--- src/cfep_pkg.sv ---
// Shared constants, opcode classes and the state record of the fetch/execute core.
// Assumes a single system clock; the instruction cycle is built from phase enables.
package cfep_pkg;

  localparam int PC_W      = 21;
  localparam int DATA_AW   = 12;
  localparam int WORD_W    = 16;
  localparam int BYTE_W    = 8;
  localparam int BANK_W    = 4;
  localparam int NUM_PTR   = 3;
  localparam int PHASE_CNT = 4;
  localparam int ZERO_BIT  = 2;

  localparam logic [PC_W-1:0]    PC_STEP       = 21'h000002;
  localparam logic [PC_W-1:0]    RST_PC        = 21'h000000;
  localparam logic [BYTE_W-1:0]  ACCESS_SPLIT  = 8'h60;
  localparam logic [BANK_W-1:0]  LOW_BANK      = 4'h0;
  localparam logic [BANK_W-1:0]  HIGH_BANK     = 4'hf;
  localparam logic [DATA_AW-1:0] SFR_BASE      = 12'hf60;
  localparam logic [3:0]         SECOND_MARK   = 4'hf;

  // Core register addresses in the top of the last bank.
  localparam logic [DATA_AW-1:0] A_PC_UPPER_LATCH = 12'hffb;
  localparam logic [DATA_AW-1:0] A_PC_HIGH_LATCH  = 12'hffa;
  localparam logic [DATA_AW-1:0] A_PC_LOW_BYTE    = 12'hff9;
  localparam logic [DATA_AW-1:0] A_TPTR_U         = 12'hff8;
  localparam logic [DATA_AW-1:0] A_TPTR_H         = 12'hff7;
  localparam logic [DATA_AW-1:0] A_TPTR_L         = 12'hff6;
  localparam logic [DATA_AW-1:0] A_TABLE_LATCH    = 12'hff5;
  localparam logic [DATA_AW-1:0] A_IND_OP0        = 12'hfef;
  localparam logic [DATA_AW-1:0] A_PTR0_H         = 12'hfea;
  localparam logic [DATA_AW-1:0] A_PTR0_L         = 12'hfe9;
  localparam logic [DATA_AW-1:0] A_WORKING        = 12'hfe8;
  localparam logic [DATA_AW-1:0] A_IND_OP1        = 12'hfe7;
  localparam logic [DATA_AW-1:0] A_PTR1_H         = 12'hfe2;
  localparam logic [DATA_AW-1:0] A_PTR1_L         = 12'hfe1;
  localparam logic [DATA_AW-1:0] A_BANK_SEL       = 12'hfe0;
  localparam logic [DATA_AW-1:0] A_IND_OP2        = 12'hfdf;
  localparam logic [DATA_AW-1:0] A_PTR2_H         = 12'hfda;
  localparam logic [DATA_AW-1:0] A_PTR2_L         = 12'hfd9;
  localparam logic [DATA_AW-1:0] A_STATUS         = 12'hfd8;

  typedef enum {
    OP_NOP, OP_LOAD_LIT, OP_SET_BANK, OP_STORE_W, OP_ADD_W_FILE, OP_COPY_FILE,
    OP_TEST_SKIP, OP_BRANCH_REL, OP_JUMP_ABS, OP_CALL_ABS, OP_LOAD_PTR_LIT,
    OP_REG_TO_REG, OP_TABLE_READ, OP_TABLE_WRITE
  } cfep_op_e;

  typedef struct packed {
    logic [PC_W-1:0]                 pc;
    logic [PC_W-1:0]                 fetchAddr;
    logic [WORD_W-1:0]               fetchWord;
    logic                            fetchValid;
    logic [WORD_W-1:0]               ir;
    logic                            irValid;
    logic [WORD_W-1:0]               peek;
    logic [BYTE_W-1:0]               working;
    logic [BANK_W-1:0]               bankSel;
    logic [NUM_PTR-1:0][DATA_AW-1:0] ptr;
    logic [BYTE_W-1:0]               pcHighLatch;
    logic [4:0]                      pcUpperLatch;
    logic [PC_W-1:0]                 tablePtr;
    logic [BYTE_W-1:0]               tableLatch;
    logic                            zeroFlag;
    logic [DATA_AW-1:0]              rdAddr;
    logic [BYTE_W-1:0]               operand;
    logic [BYTE_W-1:0]               result;
    logic [DATA_AW-1:0]              wrAddr;
    logic                            wrMem;
    logic                            wrWorking;
  } cfep_state_s;

  // Classifies one instruction word; anything unknown runs as a no-operation.
  function automatic cfep_op_e cfep_decode(input logic [WORD_W-1:0] w);
    cfep_op_e op;
    op = OP_NOP;
    casez (w)
      16'h0f??: op = OP_LOAD_LIT;
      16'h010?: op = OP_SET_BANK;
      16'h0008, 16'h0009: op = OP_TABLE_READ;
      16'h000c, 16'h000d: op = OP_TABLE_WRITE;
      16'b0110_111?_????_????: op = OP_STORE_W;
      16'b0010_01??_????_????: op = OP_ADD_W_FILE;
      16'b0101_00??_????_????: op = OP_COPY_FILE;
      16'b0110_011?_????_????: op = OP_TEST_SKIP;
      16'b1101_0???_????_????: op = OP_BRANCH_REL;
      16'hef??: op = OP_JUMP_ABS;
      16'b1110_110?_????_????: op = OP_CALL_ABS;
      16'b1110_1110_00??_????: op = OP_LOAD_PTR_LIT;
      16'hc???: op = OP_REG_TO_REG;
      default: op = OP_NOP;
    endcase
    return op;
  endfunction : cfep_decode

endpackage : cfep_pkg

--- src/cfep_core.sv ---
// Two-stage fetch/execute core with banked data addressing and table access.
// Assumes asynchronous program and data memories that answer within the same cycle.
`timescale 1ns/1ps
// Operation
// - Clock divided by four into four phase enables forming one instruction cycle.
// - Fetch: program counter advances in phase one, word captured in phase four.
// - Execute: instruction latched in phase one, executed over phases two to four.
// - Data operand read happens in phase two, destination write in phase four.
// - Fetch of next instruction overlaps execution of current one.
// - Program-flow changes flush the fetched word and take two cycles.
// - Program memory is byte addressed; instruction words start on even bytes.
// - Program counter steps by two and its lowest bit stays zero.
// - Absolute jump and call load a word address into counter bits 20:1.
// - Relative branch offsets count single-word instructions, two bytes each.
// - Four two-word instructions; second word marked by ones, low 12 bits data.
// - A second word executed on its own behaves as a no-operation.
// - Adding working register to counter low byte makes a computed jump.
// - Table access uses a byte pointer and one-byte latch, one byte each.
// - Data memory uses a 12-bit address, up to 4096 bytes.
// - Sixteen banks of 256 bytes chosen by four bank-select bits.
// - Core registers at top of last bank; unimplemented locations read zero.
// - Indirect pointers hold full 12-bit addresses independent of bank selection.
// - Register-to-register move is two words, two cycles, across any banks.
// - Access region in banks zero and fifteen reachable without bank selection.
// - Counter is 21 bits; data writes reach its upper bytes only through latch registers.
// - Writing low byte loads latches into counter; reading it fills latches.
module cfep_core
  import cfep_pkg::*;
#(
  parameter int RAM_BYTES = 3936 // General purpose RAM locations below the core registers
)
(
  input  wire logic               sys_clk,    // Oscillator input clock
  input  wire logic               rst_n,      // Synchronous reset, active low
  output logic [PC_W-1:0]         progAddr,   // Program memory fetch byte address
  input  wire logic [WORD_W-1:0]  progRdData, // Program word at progAddr
  output logic [PC_W-1:0]         tblAddr,    // Table access byte address
  input  wire logic [BYTE_W-1:0]  tblRdData,  // Program byte at tblAddr
  output logic [BYTE_W-1:0]       tblWrData,  // Byte to write at tblAddr
  output logic                    tblWrEn,    // Table write strobe
  output logic [DATA_AW-1:0]      dataRdAddr, // Data memory read address
  output logic                    dataRdEn,   // Data memory read strobe
  input  wire logic [BYTE_W-1:0]  dataRdData, // Data memory read byte
  output logic [DATA_AW-1:0]      dataWrAddr, // Data memory write address
  output logic [BYTE_W-1:0]       dataWrData, // Data memory write byte
  output logic                    dataWrEn,   // Data memory write strobe
  output logic [BYTE_W-1:0]       workingReg  // Working register value
);

  initial
  begin
    if (RAM_BYTES < 1 || RAM_BYTES > int'(SFR_BASE))
      $error("cfep_core: RAM_BYTES must lie between 1 and the core register base");
  end

  localparam logic [DATA_AW:0] RAM_LIMIT = (DATA_AW+1)'(RAM_BYTES);

  cfep_state_s q_ff;
  cfep_state_s nxt_q;
  logic        phaseOne;
  logic        phaseTwo;
  logic        phaseThree;
  logic        phaseFour;
  cfep_op_e    exOp;
  cfep_op_e    latchOp;

  cfep_phase_gen u_phase (
    .sys_clk    (sys_clk),
    .rst_n      (rst_n),
    .phaseOne   (phaseOne),
    .phaseTwo   (phaseTwo),
    .phaseThree (phaseThree),
    .phaseFour  (phaseFour)
  );

  // Indirect operand addresses are replaced by the full pointer, so banking never applies.
  function automatic logic [DATA_AW-1:0] redirect(input logic [DATA_AW-1:0] a,
                                                   input cfep_state_s s);
    logic [DATA_AW-1:0] r;
    r = a;
    case (a)
      A_IND_OP0: r = s.ptr[0];
      A_IND_OP1: r = s.ptr[1];
      A_IND_OP2: r = s.ptr[2];
      default:   r = a;
    endcase
    return r;
  endfunction : redirect

  // Forms the 12-bit operand address of a single-word file instruction.
  function automatic logic [DATA_AW-1:0] file_addr(input logic [WORD_W-1:0] w,
                                                    input cfep_state_s s);
    logic [DATA_AW-1:0] a;
    if (w[8])
      a = {s.bankSel, w[7:0]};
    else if (w[7:0] < ACCESS_SPLIT)
      a = {LOW_BANK, w[7:0]};
    else
      a = {HIGH_BANK, w[7:0]};
    return redirect(a, s);
  endfunction : file_addr

  function automatic logic is_ext(input logic [DATA_AW-1:0] a);
    return {1'b0, a} < RAM_LIMIT;
  endfunction : is_ext

  // Read value of a data location: RAM below the limit, core registers, else zero.
  function automatic logic [BYTE_W-1:0] read_byte(input logic [DATA_AW-1:0] a,
                                                   input cfep_state_s s,
                                                   input logic [BYTE_W-1:0] ext);
    logic [BYTE_W-1:0] v;
    v = 8'h00;
    if (is_ext(a))
      v = ext;
    else
      case (a)
        A_WORKING:        v = s.working;
        A_BANK_SEL:       v = {4'h0, s.bankSel};
        A_STATUS:         v = {5'h00, s.zeroFlag, 2'h0};
        A_PTR0_L:         v = s.ptr[0][7:0];
        A_PTR0_H:         v = {4'h0, s.ptr[0][11:8]};
        A_PTR1_L:         v = s.ptr[1][7:0];
        A_PTR1_H:         v = {4'h0, s.ptr[1][11:8]};
        A_PTR2_L:         v = s.ptr[2][7:0];
        A_PTR2_H:         v = {4'h0, s.ptr[2][11:8]};
        A_PC_LOW_BYTE:    v = s.fetchAddr[7:0];
        A_PC_HIGH_LATCH:  v = s.pcHighLatch;
        A_PC_UPPER_LATCH: v = {3'h0, s.pcUpperLatch};
        A_TPTR_L:         v = s.tablePtr[7:0];
        A_TPTR_H:         v = s.tablePtr[15:8];
        A_TPTR_U:         v = {3'h0, s.tablePtr[20:16]};
        A_TABLE_LATCH:    v = s.tableLatch;
        default:          v = 8'h00;
      endcase
    return v;
  endfunction : read_byte

  assign exOp    = cfep_decode(q_ff.ir);
  assign latchOp = cfep_decode(q_ff.fetchWord);

  always_comb
  begin
    logic              flush;
    logic [BYTE_W-1:0] sum;
    nxt_q = q_ff;
    flush = 1'b0;
    sum   = 8'h00;

    if (phaseOne)
    begin
      nxt_q.fetchAddr = q_ff.pc;
      nxt_q.pc        = q_ff.pc + PC_STEP;
      nxt_q.ir        = q_ff.fetchWord;
      nxt_q.irValid   = q_ff.fetchValid;
      nxt_q.wrMem     = 1'b0;
      nxt_q.wrWorking = 1'b0;
      if (latchOp == OP_REG_TO_REG)
        nxt_q.rdAddr = redirect(q_ff.fetchWord[11:0], q_ff);
      else
        nxt_q.rdAddr = file_addr(q_ff.fetchWord, q_ff);
    end

    if (phaseTwo && q_ff.irValid)
    begin
      nxt_q.operand = read_byte(q_ff.rdAddr, q_ff, dataRdData);
      if (q_ff.rdAddr == A_PC_LOW_BYTE)
      begin
        nxt_q.pcHighLatch  = q_ff.fetchAddr[15:8];
        nxt_q.pcUpperLatch = q_ff.fetchAddr[20:16];
      end
    end

    if (phaseThree && q_ff.irValid)
    begin
      nxt_q.peek = progRdData;
      sum        = q_ff.operand + q_ff.working;
      case (exOp)
        OP_STORE_W:
        begin
          nxt_q.result = q_ff.working;
          nxt_q.wrAddr = q_ff.rdAddr;
          nxt_q.wrMem  = 1'b1;
        end
        OP_ADD_W_FILE, OP_COPY_FILE:
        begin
          nxt_q.result    = (exOp == OP_ADD_W_FILE) ? sum : q_ff.operand;
          nxt_q.wrAddr    = q_ff.rdAddr;
          nxt_q.wrMem     = q_ff.ir[9];
          nxt_q.wrWorking = ~q_ff.ir[9];
        end
        OP_REG_TO_REG:
        begin
          nxt_q.result = q_ff.operand;
          nxt_q.wrAddr = redirect(progRdData[11:0], q_ff);
          nxt_q.wrMem  = 1'b1;
        end
        default:
        begin
          nxt_q.result = q_ff.operand;
        end
      endcase
    end

    if (phaseFour)
    begin
      nxt_q.fetchWord = progRdData;
      if (q_ff.irValid)
      begin
        if (q_ff.wrWorking)
          nxt_q.working = q_ff.result;
        if (q_ff.wrWorking || (q_ff.wrMem && exOp != OP_STORE_W && exOp != OP_REG_TO_REG))
          nxt_q.zeroFlag = (q_ff.result == 8'h00);
        if (q_ff.wrMem && !is_ext(q_ff.wrAddr))
          case (q_ff.wrAddr)
            A_WORKING:        nxt_q.working = q_ff.result;
            A_BANK_SEL:       nxt_q.bankSel = q_ff.result[3:0];
            A_STATUS:         nxt_q.zeroFlag = q_ff.result[ZERO_BIT];
            A_PTR0_L:         nxt_q.ptr[0][7:0] = q_ff.result;
            A_PTR0_H:         nxt_q.ptr[0][11:8] = q_ff.result[3:0];
            A_PTR1_L:         nxt_q.ptr[1][7:0] = q_ff.result;
            A_PTR1_H:         nxt_q.ptr[1][11:8] = q_ff.result[3:0];
            A_PTR2_L:         nxt_q.ptr[2][7:0] = q_ff.result;
            A_PTR2_H:         nxt_q.ptr[2][11:8] = q_ff.result[3:0];
            A_PC_HIGH_LATCH:  nxt_q.pcHighLatch = q_ff.result;
            A_PC_UPPER_LATCH: nxt_q.pcUpperLatch = q_ff.result[4:0];
            A_TPTR_L:         nxt_q.tablePtr[7:0] = q_ff.result;
            A_TPTR_H:         nxt_q.tablePtr[15:8] = q_ff.result;
            A_TPTR_U:         nxt_q.tablePtr[20:16] = q_ff.result[4:0];
            A_TABLE_LATCH:    nxt_q.tableLatch = q_ff.result;
            A_PC_LOW_BYTE:
            begin
              // Computed jump: latches supply the upper bytes, bit zero stays clear.
              nxt_q.pc = {q_ff.pcUpperLatch, q_ff.pcHighLatch,
                          q_ff.result[7:1], 1'b0};
              flush    = 1'b1;
            end
            default:
            begin
            end
          endcase
        case (exOp)
          OP_LOAD_LIT: nxt_q.working = q_ff.ir[7:0];
          OP_SET_BANK: nxt_q.bankSel = q_ff.ir[3:0];
          OP_TEST_SKIP: flush = (q_ff.operand == 8'h00);
          OP_BRANCH_REL:
          begin
            nxt_q.pc = q_ff.fetchAddr + {{9{q_ff.ir[10]}}, q_ff.ir[10:0], 1'b0};
            flush    = 1'b1;
          end
          OP_JUMP_ABS, OP_CALL_ABS:
          begin
            nxt_q.pc = {q_ff.peek[11:0], q_ff.ir[7:0], 1'b0};
            flush    = 1'b1;
          end
          OP_LOAD_PTR_LIT:
          begin
            nxt_q.ptr[q_ff.ir[5:4]] = {q_ff.ir[3:0], q_ff.peek[7:0]};
            flush = 1'b1;
          end
          OP_REG_TO_REG: flush = 1'b1;
          OP_TABLE_READ, OP_TABLE_WRITE:
          begin
            if (exOp == OP_TABLE_READ)
              nxt_q.tableLatch = tblRdData;
            if (q_ff.ir[0])
              nxt_q.tablePtr = q_ff.tablePtr + 21'h000001;
          end
          default:
          begin
            // A lone second word decodes here and does nothing.
          end
        endcase
      end
      nxt_q.fetchValid = ~flush;
    end
  end

  always_ff @(posedge sys_clk)
  begin
    if (!rst_n)
    begin
      q_ff <= '0;
      q_ff.pc <= RST_PC;
    end
    else
      q_ff <= nxt_q;
  end

  // A pointer at index three selects no register, so that encoding is harmless.
  assign progAddr   = q_ff.fetchAddr;
  assign tblAddr    = q_ff.tablePtr;
  assign tblWrData  = q_ff.tableLatch;
  assign tblWrEn    = phaseFour && q_ff.irValid && exOp == OP_TABLE_WRITE;
  assign dataRdAddr = q_ff.rdAddr;
  assign dataRdEn   = phaseTwo && q_ff.irValid && is_ext(q_ff.rdAddr);
  assign dataWrAddr = q_ff.wrAddr;
  assign dataWrData = q_ff.result;
  assign dataWrEn   = phaseFour && q_ff.irValid && q_ff.wrMem && is_ext(q_ff.wrAddr);
  assign workingReg = q_ff.working;

endmodule : cfep_core

--- src/cfep_phase_gen.sv ---
// Divides the system clock into four one-cycle phase enables, one after another.
// Assumes the oscillator input is the system clock itself.
`timescale 1ns/1ps
module cfep_phase_gen
  import cfep_pkg::*;
(
  input  wire logic sys_clk,    // Oscillator input clock
  input  wire logic rst_n,      // Synchronous reset, active low
  output logic      phaseOne,   // First phase enable
  output logic      phaseTwo,   // Second phase enable
  output logic      phaseThree, // Third phase enable
  output logic      phaseFour   // Fourth phase enable
);

  logic [PHASE_CNT-1:0] ring_ff;
  logic [PHASE_CNT-1:0] nxt_ring;

  // Reset parks the ring on the fourth phase so the first edge after release is phase one.
  always_comb
  begin
    nxt_ring = {ring_ff[PHASE_CNT-2:0], ring_ff[PHASE_CNT-1]};
  end

  always_ff @(posedge sys_clk)
  begin
    if (!rst_n)
      ring_ff <= 4'h8;
    else
      ring_ff <= nxt_ring;
  end

  assign phaseOne   = ring_ff[0];
  assign phaseTwo   = ring_ff[1];
  assign phaseThree = ring_ff[2];
  assign phaseFour  = ring_ff[3];

endmodule : cfep_phase_gen

--- config.mk ---
export PLATFORM = sky130hd
export DESIGN_NAME = cfep_core
export DESIGN_NICKNAME = d
export VERILOG_FILES = /design/src/cfep_pkg.sv /design/src/cfep_core.sv /design/src/cfep_phase_gen.sv
export SDC_FILE = /design/constraint.sdc
export NUM_CORES = 1
export LEC_CHECK = 0
export BUFFER_PORTS_ARGS = -buffer_cell sky130_fd_sc_hd__clkbuf_2
export CORE_MARGIN = 10
export CORE_UTILIZATION = 55
export DETAILED_ROUTE_END_ITERATION = 16
export PLACE_DENSITY = 0.79
export SLEW_MARGIN = 30
export SYNTH_ARGS = -nofsm -noshare
export SYNTH_HDL_FRONTEND = slang
export SYNTH_SLANG_ARGS = --single-unit
--- constraint.sdc ---
create_clock -name sys_clk -period 2.2 [get_ports sys_clk]
set_input_delay 0 -clock sys_clk [delete_from_list [all_inputs] [get_ports sys_clk]]
set_output_delay 0 -clock sys_clk [all_outputs]
set_load 0.1 [all_outputs]
==> results by group <==
Status
  – Outcome: finished with violations
  – Violated checks: negative setup slack

Synth
  – Synth Area per Inst: 7.747 um^2
  – Number of synthesized flops with an enable pin: 0
  – Area contributors post-synth: dfxtp_1 31%, a21oi_1 6.3%, o21ai_0 5.5%
  – Synthesized Nets: 1962
  – Synth area leader: dfxtp_1
  – Mapped Area: 14700 um^2
  – Most numerous cell in the Yosys netlist: dfxtp_1
  – Synthesis warning total: 0
  – Top cell type's share of synthesized area: 0.3063
  – Post-synth cell types: 85
  – Synth top cells by count: 225 x dfxtp_1, 208 x nor2_1, 185 x a21oi_1
  – Syn Inst Count: 1898
  – Dominant synthesized flop cell: dfxtp_1
  – Post-synth ARST share: 0
  – Post-synthesis sequential area ratio: 0.3063
  – Flops & latches, synth: 225

Die
  – Die ar.: ~34000 um^2
  – Site Rows: 59
  – Starting Density: 0.5611
  – Die height: 183.5 um
  – I/O Pins: 127
  – Chip width: 183.5 um
  – Core Box Area: 26210 um^2

Placed design
  – Dpl cell area: 17110 um^2
  – Post-DP HPWL: 50.27 mm
  – Setup WS pre-CTS: -0.2226 ns
  – Dpl cells: 2453
  – Port Buf Inserts: 126
  – Gpl congestion: 1.078

Worst hold path
  – WHS Path Cells: 4
  – Hold Path End: q_ff[22]$_SDFFE_PN0P_
  – Hold Startpoint: dataRdData[0]
  – Worst Hold Class: input pin to register

Global route
  – Global-route wire length before repair: just over 100 mm
  – Global route overflow: 0
  – Initial antenna violation count: 1
  – Largest net degree at the start of global routing: 89
  – Overall global routing resource usage: 0.3887
  – Vias in the first global route: 16070

Clock network
  – Htree depth: 1
  – Reg clk slew, reported paths: 0.06 ns
  – CTS tree: yes
  – Total CTS buffers: 26
  – Clock sink total: ~230
  – Insertion delay to the later sink of the worst-skew pair: 0.56 ns
  – Clock buffer depth: 3
  – CTS root buf: clkbuf_16

Timing
  – Final number of setup-violating endpoints: 60
  – Fin crit share: 1.091
  – RSZ-0062 raised after global routing: true
  – Fmax: ~420 MHz
  – Slew @ Worst Pin: roughly 1.0 ns
  – Max Slew Vio Count: 0
  – Post-route minimum period: 2.401 ns
  – Setup TNS Final: -5.458 ns
  – Final hold viol count: 0
  – Worst Skew: between 0.015 and 0.02 ns
  – Final WS setup: -0.2009 ns
  – Worst slew margin: 0.3145

Finish
  – # diodes: 0
  – Ratio of cells with drive above 1 in the final layout: 0.3177
  – Non-Filler Instances: 2551
  – Fin area: 19180 um^2
  – Final net count: 2260
  – Filler instances: 1954
  – Core Util, Final: 0.7319
  – Area grow syn2layout: 30.45%

Power
  – Worst IR Drop VDD: 0.6411 mV
  – Leak: roughly 7.8 nW
  – Cell area power density: between 400 and 500 nW/um^2

Critical path
  – CP max FO: 25
  – Crit path required time: 2.65 ns
  – Reg2Reg Launch Point: q_ff[159]$_SDFFE_PN0P_
  – Worst R2R Path Depth: 8
  – Startpoint type of the worst setup path: register
  – R2R Setup Slk: -0.20 ns
  – Worst Setup End Kind: register
  – Worst setup path category: register to register
  – Crit Reg-Reg Endpoint: dataWrAddr[4]$_SDFFE_PN0P_
  – Arr. time, crit path: between 2 and 3 ns

Route
  – Drt pass-1 iters: 8
  – Antenna viol nets, final: 0
  – Vias post-DR: 17720
  – First DRT Iteration DRCs: approximately 3200
  – WL final: 70.82 mm
  – Via density: 6.947
  – DRC viols: 0
  – WL per Instance: 27.76 um

Flow run
  – Maxcap violations: 0
[placed cells by master (no fill, tap or decap), types with 17 or more instances in the layout]
master	instances
ha_1	20
buf_6	17
a21oi_1	167
or3_1	40
o21ai_2	21
o21ai_1	47
nand2_1	138
clkbuf_16	26
dfxtp_2	20
nor3_1	23
clkbuf_2	123
dlygate4sd3_1	30
nor2_1	201
a222oi_1	21
xnor2_1	22
inv_1	23
nand3_1	41
dfxtp_1	200
o21ai_0	97
a221oi_1	27
a211oi_1	34
mux2i_1	75
nand4_1	23
a22oi_1	62
buf_4	309
[power breakdown]
group          internal (mW)  switching [mW]  total [mW]
clock network           2.36            1.92        4.27
logic                  0.374           0.656        1.03
registers               4.14          0.0941        4.24
[flip-flops by register name, indices dropped and copies added, names as in the netlist]
| signal | count |
|---|---|
| dataRdAddr | 12 |
| dataWrAddr | 12 |
| dataWrData | 8 |
| progAddr | 21 |
| q_ff | 131 |
| tblAddr | 21 |
| tblWrData | 8 |
| u_phase.ring_ff | 4 |
| workingReg | 8 |
[cells by family after synthesis]
logic type	synth area share
AOI/OAI and AO/OA	0.2948
and+or+nand+nor	0.2066
buffers and inverters	0.08977
DFF	0.3063
muxes	0.05335
xor gates and xnor gates	0.02263
adders and majority gates	0.02655
[timing repair]
action,4_1_cts,5_1_grt
hold buffers,30,0
hold endpoints to repair,45,0
endpoints found under the setup margin,95,130
gates resized for setup,67,167
gates cloned,1,2
setup buffers,4,14
pin swaps,10,47
[metrics by stage]
| step | hold WS [ns] | total power, mW |
|---|---|---|
| after floorplan | 0.1360 | 4.858 |
| after global placement | 0.2362 | 5.195 |
| after detailed placement | 0.2515 | 5.214 |
| after CTS | 0.009885 | 9.445 |
| after global routing | 0.06926 | 9.732 |
| final | 0.03913 | 9.540 |
[area by class of cell]
cell class	count	area [um^2]	share of cell area
Multi-Input combinational cell	1422	9575	0.4992
Tap cell	335	419.2	0.02185
Sequential cell	225	4548	0.2371
Timing Repair Buffer	495	3704	0.1931
Clock inverter	16	111.4	0.005806
Inverter	26	100.1	0.005219
Clock buffer	32	723.2	0.03770
[layer usage]
| metal | global-route usage | up-vias | wire, um |
|---|---|---|---|
| met1 | 0.5103 | 8328 | 26430 |
| met2 | 0.5691 | 1496 | 29340 |
| met5 | 0 | - | 13 |
| li1 | - | 7582 | - |
| met4 | 0.1800 | 2 | 4156 |
| met3 | 0.1223 | 315 | 10880 |
[worst max-delay path, stage by stage (launching register included)]
cell,delay [ns]
dfxtp_4,0.36
buf_12,0.14
or3_1,0.36
a211o_1,0.30
a221o_2,0.47
a21oi_4,0.20
buf_12,0.18
nor2_1,0.05
a311oi_1,0.23
[worst max path at each step]
stage	startpoint	to	slack [ns]
2_1_floorplan	q_ff[149]$_SDFFE_PN0P_	tblWrEn	-0.09
3_3_place_gp	q_ff[159]$_SDFFE_PN0P_	q_ff[222]$_SDFF_PN0_	-0.16
3_5_place_dp	q_ff[163]$_SDFFE_PN0P_	tblWrData[7]$_SDFFE_PN0P_	-0.22
4_1_cts	q_ff[159]$_SDFFE_PN0P_	tblWrEn	-0.14
5_1_grt	progAddr[4]$_SDFFE_PN0P_	q_ff[222]$_SDFF_PN0_	-0.30
6_report	q_ff[159]$_SDFFE_PN0P_	dataWrAddr[4]$_SDFFE_PN0P_	-0.20
Note: power is estimated with default switching activity, not from simulation.
